**config.mk**
```make
export PLATFORM = sky130hd
export DESIGN_NAME = ssio_top
export DESIGN_NICKNAME = d
export VERILOG_FILES = /design/src/hdl/ssio_pkg.sv /design/src/hdl/ssio_sck_gen.sv /design/src/hdl/ssio_top.sv
export SDC_FILE = /design/constraint.sdc
export NUM_CORES = 1
export LEC_CHECK = 0
export BUFFER_PORTS_ARGS = -buffer_cell sky130_fd_sc_hd__clkbuf_2
export CAP_MARGIN = 20
export CORE_MARGIN = 1.5
export CORE_UTILIZATION = 55
export CTS_CLUSTER_SIZE = 14
export DETAILED_ROUTE_END_ITERATION = 6
export GPL_TIMING_DRIVEN = 0
export PLACE_DENSITY = 0.89
export SLEW_MARGIN = 10
export SYNTH_ARGS = -nofsm -noshare
export SYNTH_HDL_FRONTEND = slang
export SYNTH_SLANG_ARGS = --single-unit
export TNS_END_PERCENT = 20
```
**constraint.sdc**
```tcl
create_clock -name sys_clk -period 7.4 [get_ports sys_clk]
set_clock_uncertainty 0.05 [all_clocks]
set_input_delay 1.11 -clock sys_clk [delete_from_list [all_inputs] [get_ports sys_clk]]
set_output_delay 1.11 -clock sys_clk [all_outputs]
set_load 0.01 [all_outputs]
```
**src/hdl/ssio_pkg.sv**
```systemverilog
// Shared constants, types and layouts of the two-channel synchronous serial port
// Functional notes
// - Two independent channels, interrupts fifteen and seventeen
// - Per-channel counter tracks shifted bits
// - Exactly eight bits, unframed, full duplex
// - Start bit one starts transfer
// - Halt bit aborts and holds stopped
// - Busy bit reads one during transfer
// - Done flag set at end, zero-write clears
// - Interrupt equals done flag and enable
// - Data access (in data-access activation mode), reset or halt clear done
// - Clock select divides prescaler or picks pin
// - Internal shift clock has even duty
// - Clock drive enable forces clock pin
// - Data drive enable forces output pin
// - Bit order select: LSB or MSB first
// - Activation select: start bit or data access
// - Control bits seven to four unused
// - Data register byte is shifted out
// - Received bits assemble into data register
package ssio_pkg;

	// ---------------------------------------------------------------
	// Channels
	// ---------------------------------------------------------------
	localparam int         NCH         = 2;
	localparam int         IRQ_NUM_CH1 = 15;
	localparam int         IRQ_NUM_CH2 = 17;

	// ---------------------------------------------------------------
	// Register map (byte addresses)
	// ---------------------------------------------------------------
	localparam logic [3:0] REG_STRIDE  = 4'h8;
	localparam logic [3:0] REG_CTRL    = 4'h0;
	localparam logic [3:0] REG_DATA    = 4'h4;

	// ---------------------------------------------------------------
	// Control word bit positions
	// ---------------------------------------------------------------
	localparam int         B_CLK_OE    = 0;
	localparam int         B_DATA_OE   = 1;
	localparam int         B_ORDER     = 2;
	localparam int         B_MODE      = 3;
	localparam int         B_BEGIN     = 8;
	localparam int         B_HALT      = 9;
	localparam int         B_BUSY      = 10;
	localparam int         B_DONE      = 11;
	localparam int         B_IE        = 12;
	localparam int         B_SEL_LO    = 13;

	// ---------------------------------------------------------------
	// Reset values
	// ---------------------------------------------------------------
	localparam logic [7:0] CTRL_HI_RST = 8'h02;
	localparam logic [7:0] CTRL_LO_RST = 8'h00;
	localparam logic [7:0] DATA_RST    = 8'h00;

	// ---------------------------------------------------------------
	// Shift clock selection and half periods in prescaler ticks
	// ---------------------------------------------------------------
	typedef enum logic [2:0] {
		SSIO_DIV2  = 3'h0,
		SSIO_DIV4  = 3'h1,
		SSIO_DIV16 = 3'h2,
		SSIO_DIV32 = 3'h3,
		SSIO_DIV64 = 3'h4,
		SSIO_EXT   = 3'h5,
		SSIO_BAD6  = 3'h6,
		SSIO_BAD7  = 3'h7
	} ssio_clksel_e;

	localparam logic [5:0] HALF_DIV2   = 6'h01;
	localparam logic [5:0] HALF_DIV4   = 6'h02;
	localparam logic [5:0] HALF_DIV16  = 6'h08;
	localparam logic [5:0] HALF_DIV32  = 6'h10;
	localparam logic [5:0] HALF_DIV64  = 6'h20;
	localparam logic [3:0] BITS_LAST   = 4'h7;

	// ---------------------------------------------------------------
	// Types
	// ---------------------------------------------------------------
	typedef struct packed {
		ssio_clksel_e clk_sel;
		logic         ie;
		logic         halt;
		logic         mode;
		logic         order;
		logic         data_oe;
		logic         clk_oe;
	} ssio_cfg_s;

	typedef struct packed {
		logic sot;
		logic sot_oe;
		logic sck;
		logic sck_oe;
	} ssio_pin_s;

	typedef enum logic [1:0] {
		SSIO_IDLE = 2'b01,
		SSIO_RUN  = 2'b10
	} ssio_state_e;

endpackage : ssio_pkg

```
**src/hdl/ssio_sck_gen.sv**
```systemverilog
// Shift clock generator: internal divider or synchronised clock pin
`timescale 1ns/100ps
module ssio_sck_gen (
	input  wire logic                  sys_clk,
	input  wire logic                  rst_n,
	input  wire logic                  presc_tick,
	input  wire ssio_pkg::ssio_clksel_e clk_sel,
	input  wire logic                  run,
	input  wire logic                  sck_pin,
	output logic                       sck_level,
	output logic                       sck_fall,
	output logic                       sck_rise
);
	import ssio_pkg::*;

	logic [5:0] half;
	logic [5:0] cnt;
	logic       int_sck;
	logic       int_wrap;
	logic       pin_s1;
	logic       pin_s2;
	logic       pin_prev;
	logic       ext;

	// ---------------------------------------------------------------
	// Internal divider
	// ---------------------------------------------------------------
	always_comb begin
		case (clk_sel)
			SSIO_DIV2:  half = HALF_DIV2;
			SSIO_DIV4:  half = HALF_DIV4;
			SSIO_DIV16: half = HALF_DIV16;
			SSIO_DIV32: half = HALF_DIV32;
			SSIO_DIV64: half = HALF_DIV64;
			default:    half = HALF_DIV2;
		endcase
	end

	assign int_wrap = run && presc_tick && (cnt == half - 6'h01);

	// Equal tick counts high and low
	always_ff @(posedge sys_clk or negedge rst_n) begin
		if (!rst_n) begin
			cnt     <= 6'h00;
			int_sck <= 1'b1;
		end else if (!run) begin
			cnt     <= 6'h00;
			int_sck <= 1'b1;
		end else if (int_wrap) begin
			cnt     <= 6'h00;
			int_sck <= ~int_sck;
		end else if (presc_tick) begin
			cnt     <= cnt + 6'h01;
		end
	end

	// ---------------------------------------------------------------
	// Clock pin synchroniser
	// ---------------------------------------------------------------
	always_ff @(posedge sys_clk or negedge rst_n) begin
		if (!rst_n) begin
			pin_s1   <= 1'b1;
			pin_s2   <= 1'b1;
			pin_prev <= 1'b1;
		end else begin
			pin_s1   <= sck_pin;
			pin_s2   <= pin_s1;
			pin_prev <= pin_s2;
		end
	end

	// ---------------------------------------------------------------
	// Selection
	// ---------------------------------------------------------------
	assign ext       = (clk_sel == SSIO_EXT);
	assign sck_level = ext ? pin_s2 : int_sck;
	assign sck_fall  = run && (ext ? (pin_prev && !pin_s2) : (int_wrap && int_sck));
	assign sck_rise  = run && (ext ? (!pin_prev && pin_s2) : (int_wrap && !int_sck));

endmodule : ssio_sck_gen

```
**src/hdl/ssio_top.sv**
```systemverilog
// Two-channel synchronous serial port with Avalon-MM register access
//
// Chosen here: the register offsets and register access over Avalon-MM.
`timescale 1ns/100ps
module ssio_top #(
	parameter int NCH = ssio_pkg::NCH
) (
	input  wire logic             sys_clk,
	input  wire logic             nrst,
	input  wire logic [3:0]       avs_address,
	input  wire logic             avs_read,
	input  wire logic             avs_write,
	input  wire logic [31:0]      avs_writedata,
	input  wire logic [3:0]       avs_byteenable,
	output logic      [31:0]      avs_readdata,
	output logic                  avs_waitrequest,
	input  wire logic             presc_tick,
	input  wire logic [NCH-1:0]   serial_in,
	input  wire logic [NCH-1:0]   shift_clock_in,
	output ssio_pkg::ssio_pin_s [NCH-1:0] pins,
	output logic      [NCH-1:0]   irq
);
	import ssio_pkg::*;

	// ---------------------------------------------------------------
	// Reset release
	// ---------------------------------------------------------------
	logic rst_ff;
	logic rst_n;

	always_ff @(posedge sys_clk or negedge nrst) begin
		if (!nrst) begin
			rst_ff <= 1'b0;
			rst_n  <= 1'b0;
		end else begin
			rst_ff <= 1'b1;
			rst_n  <= rst_ff;
		end
	end

	// ---------------------------------------------------------------
	// Bus handshake
	// ---------------------------------------------------------------
	logic        ack;
	logic        req;
	logic        wr_go;
	logic        rd_go;
	logic        lo_we;
	logic        hi_we;
	logic [15:0] ctrl_rd [NCH];
	logic [7:0]  data_rd [NCH];
	logic [31:0] next_readdata;

	assign req             = avs_read || avs_write;
	assign avs_waitrequest = req && !ack;
	assign wr_go           = avs_write && ack;
	assign rd_go           = avs_read && ack;
	assign lo_we           = avs_byteenable[0];
	assign hi_we           = avs_byteenable[1];

	// One wait state, then the access completes
	always_ff @(posedge sys_clk or negedge rst_n) begin
		if (!rst_n) begin
			ack <= 1'b0;
		end else begin
			ack <= req && !ack;
		end
	end

	// Read mux; unmapped addresses read zero
	always_comb begin
		next_readdata = 32'h0000_0000;
		for (int c = 0; c < NCH; c++) begin
			if (avs_address == 4'(c * REG_STRIDE + REG_CTRL)) begin
				next_readdata = {16'h0000, ctrl_rd[c]};
			end
			if (avs_address == 4'(c * REG_STRIDE + REG_DATA)) begin
				next_readdata = {24'h00_0000, data_rd[c]};
			end
		end
	end

	always_ff @(posedge sys_clk or negedge rst_n) begin
		if (!rst_n) begin
			avs_readdata <= 32'h0000_0000;
		end else if (avs_read && !ack) begin
			avs_readdata <= next_readdata;
		end
	end

	// ---------------------------------------------------------------
	// Channels
	// ---------------------------------------------------------------
	for (genvar ch = 0; ch < NCH; ch++) begin : g_ch
		ssio_cfg_s   cfg;
		ssio_state_e state;
		logic        done;
		logic [7:0]  data;
		logic [7:0]  data_now;
		logic [3:0]  bits;
		logic        sot;
		logic        sin_s1;
		logic        sin_s2;
		logic        sck_lvl;
		logic        sck_fall;
		logic        sck_rise;
		logic        ctl_hit;
		logic        dat_hit;
		logic        ctl_hi_wr;
		logic        ctl_lo_wr;
		logic        dat_wr;
		logic        dat_acc;
		logic        new_halt;
		logic        start;
		logic        finish;
		logic        running;

		assign ctl_hit   = (avs_address == 4'(ch * REG_STRIDE + REG_CTRL));
		assign dat_hit   = (avs_address == 4'(ch * REG_STRIDE + REG_DATA));
		assign ctl_hi_wr = wr_go && ctl_hit && hi_we;
		assign ctl_lo_wr = wr_go && ctl_hit && lo_we;
		assign dat_wr    = wr_go && dat_hit && lo_we && !running;
		assign dat_acc   = (wr_go || rd_go) && dat_hit && !running;
		assign running   = (state == SSIO_RUN);
		assign new_halt  = ctl_hi_wr ? avs_writedata[B_HALT] : cfg.halt;
		assign data_now  = dat_wr ? avs_writedata[7:0] : data;

		// Start by the start bit or by a data access
		assign start = !running && !new_halt &&
			((ctl_hi_wr && avs_writedata[B_BEGIN] && !cfg.mode) ||
			 (dat_acc && cfg.mode));
		assign finish = running && !new_halt && sck_rise && (bits == BITS_LAST);

		// -----------------------------------------------------------
		// Configuration
		// -----------------------------------------------------------
		always_ff @(posedge sys_clk or negedge rst_n) begin
			if (!rst_n) begin
				cfg.clk_sel <= ssio_clksel_e'(CTRL_HI_RST[7:5]);
				cfg.ie      <= CTRL_HI_RST[4];
				cfg.halt    <= CTRL_HI_RST[1];
				cfg.mode    <= CTRL_LO_RST[3];
				cfg.order   <= CTRL_LO_RST[2];
				cfg.data_oe <= CTRL_LO_RST[1];
				cfg.clk_oe  <= CTRL_LO_RST[0];
			end else begin
				if (ctl_hi_wr) begin
					cfg.clk_sel <= ssio_clksel_e'(avs_writedata[B_SEL_LO +: 3]);
					cfg.ie      <= avs_writedata[B_IE];
					cfg.halt    <= avs_writedata[B_HALT];
				end
				if (ctl_lo_wr) begin
					cfg.mode    <= avs_writedata[B_MODE];
					cfg.order   <= avs_writedata[B_ORDER];
					cfg.data_oe <= avs_writedata[B_DATA_OE];
					cfg.clk_oe  <= avs_writedata[B_CLK_OE];
				end
			end
		end

		// -----------------------------------------------------------
		// Transfer state
		// -----------------------------------------------------------
		always_ff @(posedge sys_clk or negedge rst_n) begin
			if (!rst_n) begin
				state <= SSIO_IDLE;
			end else begin
				case (state)
					SSIO_IDLE: begin
						if (start) begin
							state <= SSIO_RUN;
						end
					end
					SSIO_RUN: begin
						if (new_halt) begin
							state <= SSIO_IDLE;
						end else if (finish) begin
							state <= SSIO_IDLE;
						end
					end
					default: begin
						state <= SSIO_IDLE;
					end
				endcase
			end
		end

		// -----------------------------------------------------------
		// Bit counter
		// -----------------------------------------------------------
		always_ff @(posedge sys_clk or negedge rst_n) begin
			if (!rst_n) begin
				bits <= 4'h0;
			end else if (start) begin
				bits <= 4'h0;
			end else if (running && sck_rise) begin
				bits <= bits + 4'h1;
			end
		end

		// -----------------------------------------------------------
		// Shift data register
		// -----------------------------------------------------------
		always_ff @(posedge sys_clk or negedge rst_n) begin
			if (!rst_n) begin
				data <= DATA_RST;
			end else if (dat_wr) begin
				data <= avs_writedata[7:0];
			end else if (running && !new_halt && sck_rise) begin
				if (cfg.order) begin
					data <= {data[6:0], sin_s2};
				end else begin
					data <= {sin_s2, data[7:1]};
				end
			end
		end

		// -----------------------------------------------------------
		// Output bit changes on start and on falling edges
		// -----------------------------------------------------------
		always_ff @(posedge sys_clk or negedge rst_n) begin
			if (!rst_n) begin
				sot <= 1'b1;
			end else if (start) begin
				sot <= cfg.order ? data_now[7] : data_now[0];
			end else if (running && sck_fall) begin
				sot <= cfg.order ? data[7] : data[0];
			end
		end

		// -----------------------------------------------------------
		// Serial input synchroniser
		// -----------------------------------------------------------
		always_ff @(posedge sys_clk or negedge rst_n) begin
			if (!rst_n) begin
				sin_s1 <= 1'b0;
				sin_s2 <= 1'b0;
			end else begin
				sin_s1 <= serial_in[ch];
				sin_s2 <= sin_s1;
			end
		end

		// -----------------------------------------------------------
		// Done flag and interrupt
		// -----------------------------------------------------------
		always_ff @(posedge sys_clk or negedge rst_n) begin
			if (!rst_n) begin
				done <= 1'b0;
			end else if (finish) begin
				done <= 1'b1;
			end else if (ctl_hi_wr && avs_writedata[B_HALT]) begin
				done <= 1'b0;
			end else if (ctl_hi_wr && !avs_writedata[B_DONE]) begin
				done <= 1'b0;
			end else if (dat_acc && cfg.mode) begin
				done <= 1'b0;
			end
		end

		always_ff @(posedge sys_clk or negedge rst_n) begin
			if (!rst_n) begin
				irq[ch] <= 1'b0;
			end else begin
				irq[ch] <= done && cfg.ie;
			end
		end

		// -----------------------------------------------------------
		// Pins
		// -----------------------------------------------------------
		always_ff @(posedge sys_clk or negedge rst_n) begin
			if (!rst_n) begin
				pins[ch] <= '{sot: 1'b1, sot_oe: 1'b0, sck: 1'b1, sck_oe: 1'b0};
			end else begin
				pins[ch].sck    <= sck_lvl;
				pins[ch].sck_oe <= cfg.clk_oe;
				pins[ch].sot    <= sot;
				pins[ch].sot_oe <= cfg.data_oe;
			end
		end

		// -----------------------------------------------------------
		// Readback
		// -----------------------------------------------------------
		assign ctrl_rd[ch] = {cfg.clk_sel, cfg.ie, done, running, cfg.halt, 1'b0,
			4'h0, cfg.mode, cfg.order, cfg.data_oe, cfg.clk_oe};
		assign data_rd[ch] = data;

		// -----------------------------------------------------------
		// Shift clock
		// -----------------------------------------------------------
		ssio_sck_gen u_sck (
			.sys_clk    (sys_clk),
			.rst_n      (rst_n),
			.presc_tick (presc_tick),
			.clk_sel    (cfg.clk_sel),
			.run        (running),
			.sck_pin    (shift_clock_in[ch]),
			.sck_level  (sck_lvl),
			.sck_fall   (sck_fall),
			.sck_rise   (sck_rise)
		);
	end

endmodule : ssio_top

```
# --- Word-level counts from Yosys, hierarchy flattened ---
# Cells that the tools add are included.
totals:
  register_bits: 119
  inputBits: 49
  out_inout_bits: 43
  wordCells: 240
classes:
  add_sub_neg: 6
  n_eq_ne: 29
  muxes: 60
  bitwise_logic: 2
  n_reduce_logical: 91
ops:
  columns: ["op", "count"]
  rows:
  - ["$mux W16", 4]
  - ["$mux W8", 8]
  - ["$logic_and A1 B1 Y1", 62]
  - ["$pmux W6 S4", 2]
  - ["$mux W6", 6]
  - ["$mux W1", 28]
  - ["$mux W4", 4]
  - ["$logic_not A1 Y1", 14]
  - ["$add A6 B1 Y6 const B", 2]
  - ["$eq A3 B2 Y1 const B", 4]
  - ["$eq A3 B3 Y1 const B", 4]
  - ["$eq A4 B3 Y1 const B", 3]
  - ["$eq A6 B6 Y1", 2]
  - ["$mux W2", 6]
  - ["$reduce_bool A2 Y1", 6]
  - ["$sub A6 B1 Y6 const B", 2]
  - ["$add A4 B1 Y4 const B", 2]
  - ["$eq A4 B4 Y1 const B", 2]
  - ["$pmux W2 S2", 2]
  - ["$reduce_bool A4 Y1", 2]
  - ["$eq A3 B1 Y1 const B", 2]
  - ["$ne A3 B2 Y1 const B", 2]
  - ["$ne A3 B3 Y1 const B", 2]
  - ["$eq A2 B1 Y1 const B", 2]
  - ["other kinds (7)", 15]

# --- Depth between registers and ports, before layout ---
# Gate-level depths: netlist of run 1.
logic_depth:
  ltp_word: 13
  depth_mapped: 11
  mapped_depth_nobuf: 9

# --- Cells and area by module ---
# A second synthesis of run 1 with hierarchy kept.
hier_totals:
  cells_unflattened: 482
  hier_area_um2: 5257.5
by_module_without_submodules:
  columns: ["module", "n_inst", "cells_per_inst", "area_each_um2", "seq_area_each_um2"]
  rows:
  - ["ssio_top", 1, 358, 3966.3, 2064.5]
  - ["ssio_sck_gen", 2, 62, 645.6, 255.2]

# --- Worst setup path after synthesis of run 1 ---
# No wires, ideal clock.
synth_timing:
  kind: "input-to-reg"
  from: "input avs_address[3]"
  to: "register g_ch[1].data[0]"
  setup_ns: 0.146
  arrival_ns: 2.858
  t_required_ns: 7.204
  slack_ns: 4.346
  stages: 8
  n_path_buf: 2
  path_cell_list: "buf_2 > or4b_1 > clkbuf_1 > o21ai_0 > and2_1 > inv_2 > o31ai_4 > o221ai_1"
synth_via:
  elab_chain_len: 8
  word_cells_on_any_way: 13
  classes_between: "eq/ne: 2; mux: 2; reduce/logical: 9"
synth_lines:
  columns: ["item", "line", "text"]
  rows:
  - ["from (decl)", "ssio_top.sv:10", "input wire logic [3:0] avs_address,"]
  - ["$eq A4 B4 Y1", "ssio_top.sv:118", "assign ctl_hit = (avs_address == 4'(ch * REG_STRIDE + REG_CTRL));"]
  - ["$logic_and A1 B1 Y1 (2 in a row)", "ssio_top.sv:120", "assign ctl_hi_wr = wr_go && ctl_hit && hi_we;"]
  - ["$mux W1", "ssio_top.sv:125", "assign new_halt = ctl_hi_wr ? avs_writedata[B_HALT] : cfg.halt;"]
  - ["$logic_not A1 Y1", "ssio_top.sv:209", "end else if (running && !new_halt && sck_rise) begin"]
  - ["$logic_and A1 B1 Y1 (2 in a row)", "ssio_top.sv:209", null]
  - ["$reduce_bool A2 Y1 (no line)", null, null]
  - ["to (signal assigned)", "ssio_top.sv:208", "data <= avs_writedata[7:0];"]
  - ["to (signal assigned)", "ssio_top.sv:211", "data <= {data[6:0], sin_s2};"]
  - ["to (signal assigned)", "ssio_top.sv:213", "data <= {sin_s2, data[7:1]};"]
  - ["to (decl)", "ssio_top.sv:98", "logic [7:0] data;"]
# Parallel ways exist; a longest one is shown, timed or not.
# A chain may end at the register's enable or synchronous reset.

# --- Worst setup path after layout of run 1 ---
layout_timing:
  from: "input avs_address[3]"
  to: "register g_ch[0].bits[0]"
layout_via:
  elab_chain_len: 8
  word_cells_on_any_way: 16
  classes_between: "eq/ne: 1; mux: 2; reduce/logical: 13"
layout_lines:
  columns: ["item", "line", "text"]
  rows:
  - ["$logic_not A4 Y1", "ssio_top.sv:118", null]
  - ["$logic_and A1 B1 Y1 (2 in a row)", "ssio_top.sv:120", null]
  - ["$mux W1 or $logic_and A1 B1 Y1 (tied branches)", "ssio_top.sv:125, ssio_top.sv:130", null]
  - ["$logic_not A1 Y1 or $logic_and A1 B1 Y1 (tied branches)", "ssio_top.sv:129, ssio_top.sv:130", null]
  - ["$logic_and A1 B1 Y1 or $logic_or A1 B1 Y1 (tied branches)", "ssio_top.sv:129, ssio_top.sv:130", null]
  - ["$logic_and A1 B1 Y1 *", "ssio_top.sv:129", "assign start = !running && !new_halt &&"]
  - ["$mux W4 or $reduce_bool A2 Y1 (tied branches)", null, null]
  - ["to (signal assigned)", "ssio_top.sv:197", "bits <= bits + 4'h1;"]
  - ["to (decl)", "ssio_top.sv:100", "logic [3:0] bits;"]
# Every way passes the cells marked *; elsewhere a longest branch is shown, timed or not.

==> results of run 1 <==
where the power goes:
part / internal (mW) / switching, mW / total [mW]
clock: 0.121 / 0.188 / 0.308
sequential: 0.629 / 0.0646 / 0.693
combinational: 0.122 / 0.132 / 0.254
state kept, by name, indices dropped and copies added (netlist names), 2 cells and up:
name,flops
g_ch.done,2
g_ch.sot,2
g_ch.u_sck.cnt,12
g_ch.u_sck.pin_s1,2
ctrl_rd,18
avs_readdata,15
irq,2
g_ch.u_sck.int_sck,2
g_ch.state,4
g_ch.u_sck.pin_prev,2
g_ch.sin_s2,2
g_ch.bits,8
g_ch.u_sck.pin_s2,2
g_ch.sin_s1,2
pins,8
g_ch.data,16
path summary, 6_finish.rpt:
| kind | end | start | cells after the start |
|---|---|---|---|
| min in group asynchronous | ctrl_rd[1]$_DFFE_PN0P_ | rst_n$_DFF_PN0_ | 0 |
| hold / removal | g_ch[0].sin_s2$_DFF_PN0_ | g_ch[0].sin_s1$_DFF_PN0_ | 0 |
| setup reg to reg | g_ch[0].data[0]$_DFFE_PN0P_ | ctrl_rd[30]$_DFFE_PN0P_ | 10 |
| max in group asynchronous | g_ch[1].u_sck.pin_prev$_DFF_PN1_ | rst_n$_DFF_PN0_ | 1 |
| hold reg to reg | g_ch[0].sin_s2$_DFF_PN0_ | g_ch[0].sin_s1$_DFF_PN0_ | 0 |
| setup / recovery | g_ch[0].bits[0]$_DFFE_PN0P_ | avs_address[3] | 8 |
final cells by class:
class / count / area, sq um / share of cell area [%]
flip-flops and latches: 102 / 2580 / 43.1
multi-input cells: 355 / 2440 / 40.8
plain buffers: 44 / 256 / 4.29
inverters: 23 / 86.3 / 1.44
repair buffers: 55 / 298 / 4.98
clock buffers: 11 / 131 / 2.20
well taps: 129 / 161 / 2.70
clock inverters: 5 / 27.5 / 0.460
cell usage after synthesis, types with 8 or more instances:
cell type	n
dfstp_2	18
mux2_2	21
buf_4	17
o22ai_1	8
and3_1	8
inv_1	22
o31ai_1	10
nor2_1	29
nand2b_1	8
a21oi_1	15
o21ai_0	28
nor3b_1	8
nand3_1	17
dfrtp_1	84
mux2i_1	23
nand2_1	45
clkbuf_1	19
kinds of logic (layout without fill, tap and decap cells):
| family | after synthesis | count (layout) | synth area share (%) |
|---|---|---|---|
| XOR/XNOR | 10 | 10 | 1.65 |
| AND/OR/NAND/NOR | 157 | 157 | 15.5 |
| buffers and inverters | 67 | 138 | 6.47 |
| other | 2 | 18 | 0.142 |
| AO/OA/AOI/OAI | 119 | 119 | 17.0 |
| flip-flops | 102 | 102 | 48.6 |
| multiplexers | 45 | 45 | 9.23 |
| adder cells (fa/ha/maj) | 6 | 6 | 1.42 |
cells in the final DEF (no fill, tap or decap), types with 18 or more instances in the layout:
master	instances
dfrtp_1	83
clkbuf_2	54
nand2_1	45
nor2_1	29
o21ai_0	28
mux2i_1	23
inv_1	22
clkbuf_1	21
mux2_2	21
conb_1	18
dfstp_2	18
routing by layer:
metal / part of all wire [%] / vias to the layer above / global-route usage, %
li1: - / 1969 / -
met1: 41 / 2054 / 33.1
met2: 49 / 179 / 40.9
met3: 6.3 / 48 / 3.59
met4: 3.7 / 0 / 11.8
met5: 0 / - / 0
critical path, stage by stage:
cell and delay [ps]:
buf_2 170, nor4b_1 580, clkbuf_1 500, nand4_1 210, o22ai_1 400, and2_1 240
a21oi_1 70, mux2_2 290
==> flow_summary.yaml, run 1 <==
power_and_ir_drop:
  power.total_mw: 1.26
  leakage_nw: 2.76
  ir_drop_mv: 0.0984
  powerDensity_nw_per_um2: 210
synthesis:
  synth_top_area_share_pct: 39.7
  syn_area_sq_um: 5300
  synthCells: 508
  avgSynthCellArea_sq_um: 10.4
  ys_seq_area_share_pct: 48.6
  yosysWarnings: 0
  synth-async-reset-ratio_pct: 100
  synth-seq-cells: 102
  yosys_most_used_dff: "dfrtp_1"
  synth_edf_count: 0
  yosys.cell_types.count: 71
  synth_top_area_cell: "dfrtp_1"
  ys_top_cells_by_area: "dfrtp_1 (40%), dfstp_2 (8.9%), mux2_2 (4.5%), mux2i_1 (4.3%), nand2_1 (3.2%)"
drt:
  ant_nets: 0
  drt_wl_total_um: 12400
  drc_errors: 0
  first_iter_violations: 385
  dr_total_vias: 4250
  drt-vias-per-instance: 5.87
  routedWlPerCell_um: 17.1
  drt_pass1_iterations: 5
clock_network:
  ctsHoldBuffers: 0
  htreeDepth: 3
  cts_buffers: 9
  cts_setup_buffers: 0
  post_cts_resized: 0
  numClockSinks: 102
  clock_latency_ps: 360
  clock-root-buffer: "clkbuf_8"
  clk_pin_slew_ps: 80
  cts_tree: "built"
  cts_buffer_depth: 2
floorplanning:
  dieArea_sq_um: 10200
  initial_utilization_pct: 57.1
  die_w_um: 101
  row_count: 35
  core_sq_um: 9280
  ios: 92
  die_h_um: 101
critical_path:
  worstSetupEndpointType: "flop"
  cp-start-kind: "primary input"
  arrival_ps: 3580
  cp_max_fo: 10
  cp.required_ps: 7590
  r2r_slack_ps: 4130
  path_class: "primary input to flop"
placed_design:
  dpl_cell_area_sq_um: 5820
  dp_slack_ps: 3790
  gp_congestion: 0.928
  dp.cells: 708
  port_buffers: 54
  hpwlAfterDp_um: 8940
sta:
  fin_crit_sh_pct: 45.9
  setup_viol_count_final: 0
  setup_slack_ps: 4010
  worst_pin_slew_ps: 760
  relSlewSlack_pct: 49.0
  hold_violations: 0
  fin_setup_tns_ps: 0
  rsz0062_at_grt: "no"
  timing.final.max_slew_violations: 0
  fin_hold_ws_ps: 303
  max_freq_ghz: 0.295
  period_minus_slack_ps: 3390
global_route:
  grtUsageTotal_pct: 25.0
  grt_pass1_wl_um: 19900
  grt_max_degree: 56
  first_global_vias: 4091
  antenna_found_initial: 0
  grt-ovfl-total: 0
cells_and_area:
  final_cells: 724
  layout-drive-gt1-share_pct: 25.4
  n_antenna_cell: 0
  area_growth_pct: 12.9
  final_core_util_pct: 64.4
  nets: 645
  fill_cells: 737
  fin_area_sq_um: 5980
worst_hold_path:
  hold_path_class: "flop to flop"
run_status:
  status: "completed"
run:
  cap_violations: 0
(Power assumes the default switching activity.)
==> inputs of run 2 (changes only) <==
--- a/config.mk
+++ b/config.mk
@@ -8,11 +8,11 @@
 export BUFFER_PORTS_ARGS = -buffer_cell sky130_fd_sc_hd__clkbuf_2
 export CAP_MARGIN = 20
 export CORE_MARGIN = 1.5
-export CORE_UTILIZATION = 55
+export CORE_UTILIZATION = 51
 export CTS_CLUSTER_SIZE = 14
 export DETAILED_ROUTE_END_ITERATION = 6
 export GPL_TIMING_DRIVEN = 0
-export PLACE_DENSITY = 0.89
+export PLACE_DENSITY = 0.87
 export SLEW_MARGIN = 10
 export SYNTH_ARGS = -nofsm -noshare
 export SYNTH_HDL_FRONTEND = slang
==> constraint.sdc (replaced) <==
create_clock -name sys_clk -period 2.7 [get_ports sys_clk]
set_clock_uncertainty 0.05 [all_clocks]
set_input_delay 0.405 -clock sys_clk [delete_from_list [all_inputs] [get_ports sys_clk]]
set_output_delay 0.405 -clock sys_clk [all_outputs]
set_load 0.01 [all_outputs]
==> flow_summary.yaml, run 2 (same netlist as run 1, synthesis figures left out) <==
critical_path:
  arrival_ps: 3080
  cp-start-kind: "flop"
  cp_slowest_cell: "dfrtp_2"
  slowest_delay_ps: 450
  cp.required_ps: 2910
  worstSetupEndpointType: "flop"
  reg2regPathDepth: 10
  critPathLaunch: "ctrl_rd[31]$_DFFE_PN0P_"
  path_class: "flop to flop"
  crit_chain: "or3b_4 -> ha_4 -> xnor2_2 -> a311o_1 -> a211o_1 -> o31ai_4 -> buf_6 -> buf_4 -> a311oi_1 -> a41o_1"
  rr_endpoint: "g_ch[0].bits[3]$_DFFE_PN0P_"
  r2r_start: "ctrl_rd[31]$_DFFE_PN0P_"
  r2r_slack_ps: -170
  crit_path_end: "g_ch[0].bits[3]$_DFFE_PN0P_"
  cp_max_fo: 6
placed_design:
  dp_slack_ps: -502
  dp.cells: 715
  port_buffers: 54
  hpwlAfterDp_um: 9160
  gp_congestion: 0.890
clock_network:
  clock-root-buffer: "clkbuf_8"
  clk_pin_slew_ps: 100
  htreeDepth: 3
  cts_tree: "built"
  cts_buffer_depth: 2
  cts_buffers: 9
  numClockSinks: 102
  clock_latency_ps: 380
worst_hold_path:
  hold_path_class: "primary input to flop"
  hold-path-cell-count: 1
  hp-start: "shift_clock_in[1]"
sta:
  rsz0062_at_grt: "yes"
  period_minus_slack_ps: 2870
  worst_pin_slew_ps: 672
  setup_viol_count_final: 16
  fin_hold_ws_ps: 46.9
  timing.final.max_slew_violations: 0
  relSlewSlack_pct: 54.6
  max_freq_ghz: 0.348
  setup_slack_ps: -170
  hold_violations: 0
  fin_crit_sh_pct: 106
global_route:
  grt-ovfl-total: 0
  met1_usage_pct: 31.1
  first_global_vias: 4369
  antenna_found_initial: 1
  met2_usage_pct: 40.5
  grtUsageTotal_pct: 24.6
  use_met3_pct: 4.30
  gr-max-usage-layer: "met2"
  grt_pass1_wl_um: 21200
  grt_max_degree: 56
power_and_ir_drop:
  leakage_nw: 2.91
  power.total_mw: 3.75
  ir_drop_mv: 0.301
  powerDensity_nw_per_um2: 593
drt:
  dr_total_vias: 4382
  drt-vias-per-instance: 5.88
  drt_pass1_iterations: 5
  drt_wl_total_um: 13100
  first_iter_violations: 272
  routedWlPerCell_um: 17.6
  drc_errors: 0
  ant_nets: 0
cells_and_area:
  fill_cells: 794
  layout_commonest_cell: "dfrtp_1"
  layout-drive-gt1-share_pct: 32.0
  area_growth_pct: 19.4
  mostFrequentLayoutCells: "dfrtp_1 (79), clkbuf_2 (55), nand2_1 (45)"
  final_core_util_pct: 62.1
  n_antenna_cell: 0
  largest_register_ffs: 18
  nets: 659
  final_cells: 745
floorplanning:
  initial_utilization_pct: 52.0
  core_sq_um: 10200
  row_count: 37
  die_h_um: 105
  die_w_um: 105
  ios: 92
  dieArea_sq_um: 11000
run_status:
  status: "finished with violations"
  violations: "setup timing"
run:
  cap_violations: 0
[run 2: how the worst min path moves through the flow]
| stage | endpoint | slack, ps |
|---|---|---|
| 6_report | g_ch[1].u_sck.pin_s1$_DFF_PN1_ | 50 |
| 2_1_floorplan | rst_ff$_DFF_PN0_ | 60 |
| 4_1_cts | g_ch[1].u_sck.pin_s1$_DFF_PN1_ | 50 |
| 3_5_place_dp | rst_ff$_DFF_PN0_ | 140 |
| 3_3_place_gp | rst_ff$_DFF_PN0_ | 140 |
| 5_1_grt | g_ch[1].u_sck.pin_s1$_DFF_PN1_ | 40 |
[run 2: stage by stage]
stage               area [sq um]  setup TNS [ps]
global placement            5800           -5780
global route                6330           -2730
detailed placement          5830           -8800
floorplan                   5360           -2020
CTS                         6240           -1370
finish                      6330           -1480
[run 2: area by class of cell]
cell class                      instances  area [sq um]  area share (%)
Tap cell                              136           170            2.69
Clock buffer                           11           151            2.39
Sequential cell                       102          2580            40.8
Buffer                                 41           258            4.07
Multi-Input combinational cell        355          2590            40.9
Clock inverter                          5          57.6           0.910
Timing Repair Buffer                   72           433            6.84
Inverter                               23          86.3            1.36
[run 2: critical path: cells and delay by family, from the launching register on]
kind	cells	cell delay, ps
XOR/XNOR	1	120
AND/OR/NAND/NOR	1	420
buffers and inverters	2	280
AO/OA/AOI/OAI	5	1210
flip-flops	1	450
adder cells (fa/ha/maj)	1	230
[run 2: timing repair]
item | in CTS | in global routing
pin swaps | 13 | 10
resized for setup | 26 | 15
hold buffers | 1 | 0
endpoints found under the setup margin | 37 | 35
hold endpoints to repair | 2 | 0
buffers inserted | 9 | 7
[run 2: power breakdown]
| part | switching [mW] | internal, mW |
|---|---|---|
| registers | 0.185 | 1.73 |
| clock network | 0.535 | 0.480 |
| logic | 0.402 | 0.422 |
| total | 1.12 | 2.63 |
[run 2: per-layer routing]
metal,vias to the layer above,share of wire [%]
met3,49,6.2
met4,2,3.4
met2,198,50
met1,2131,41
met5,-,0.084
li1,2002,-
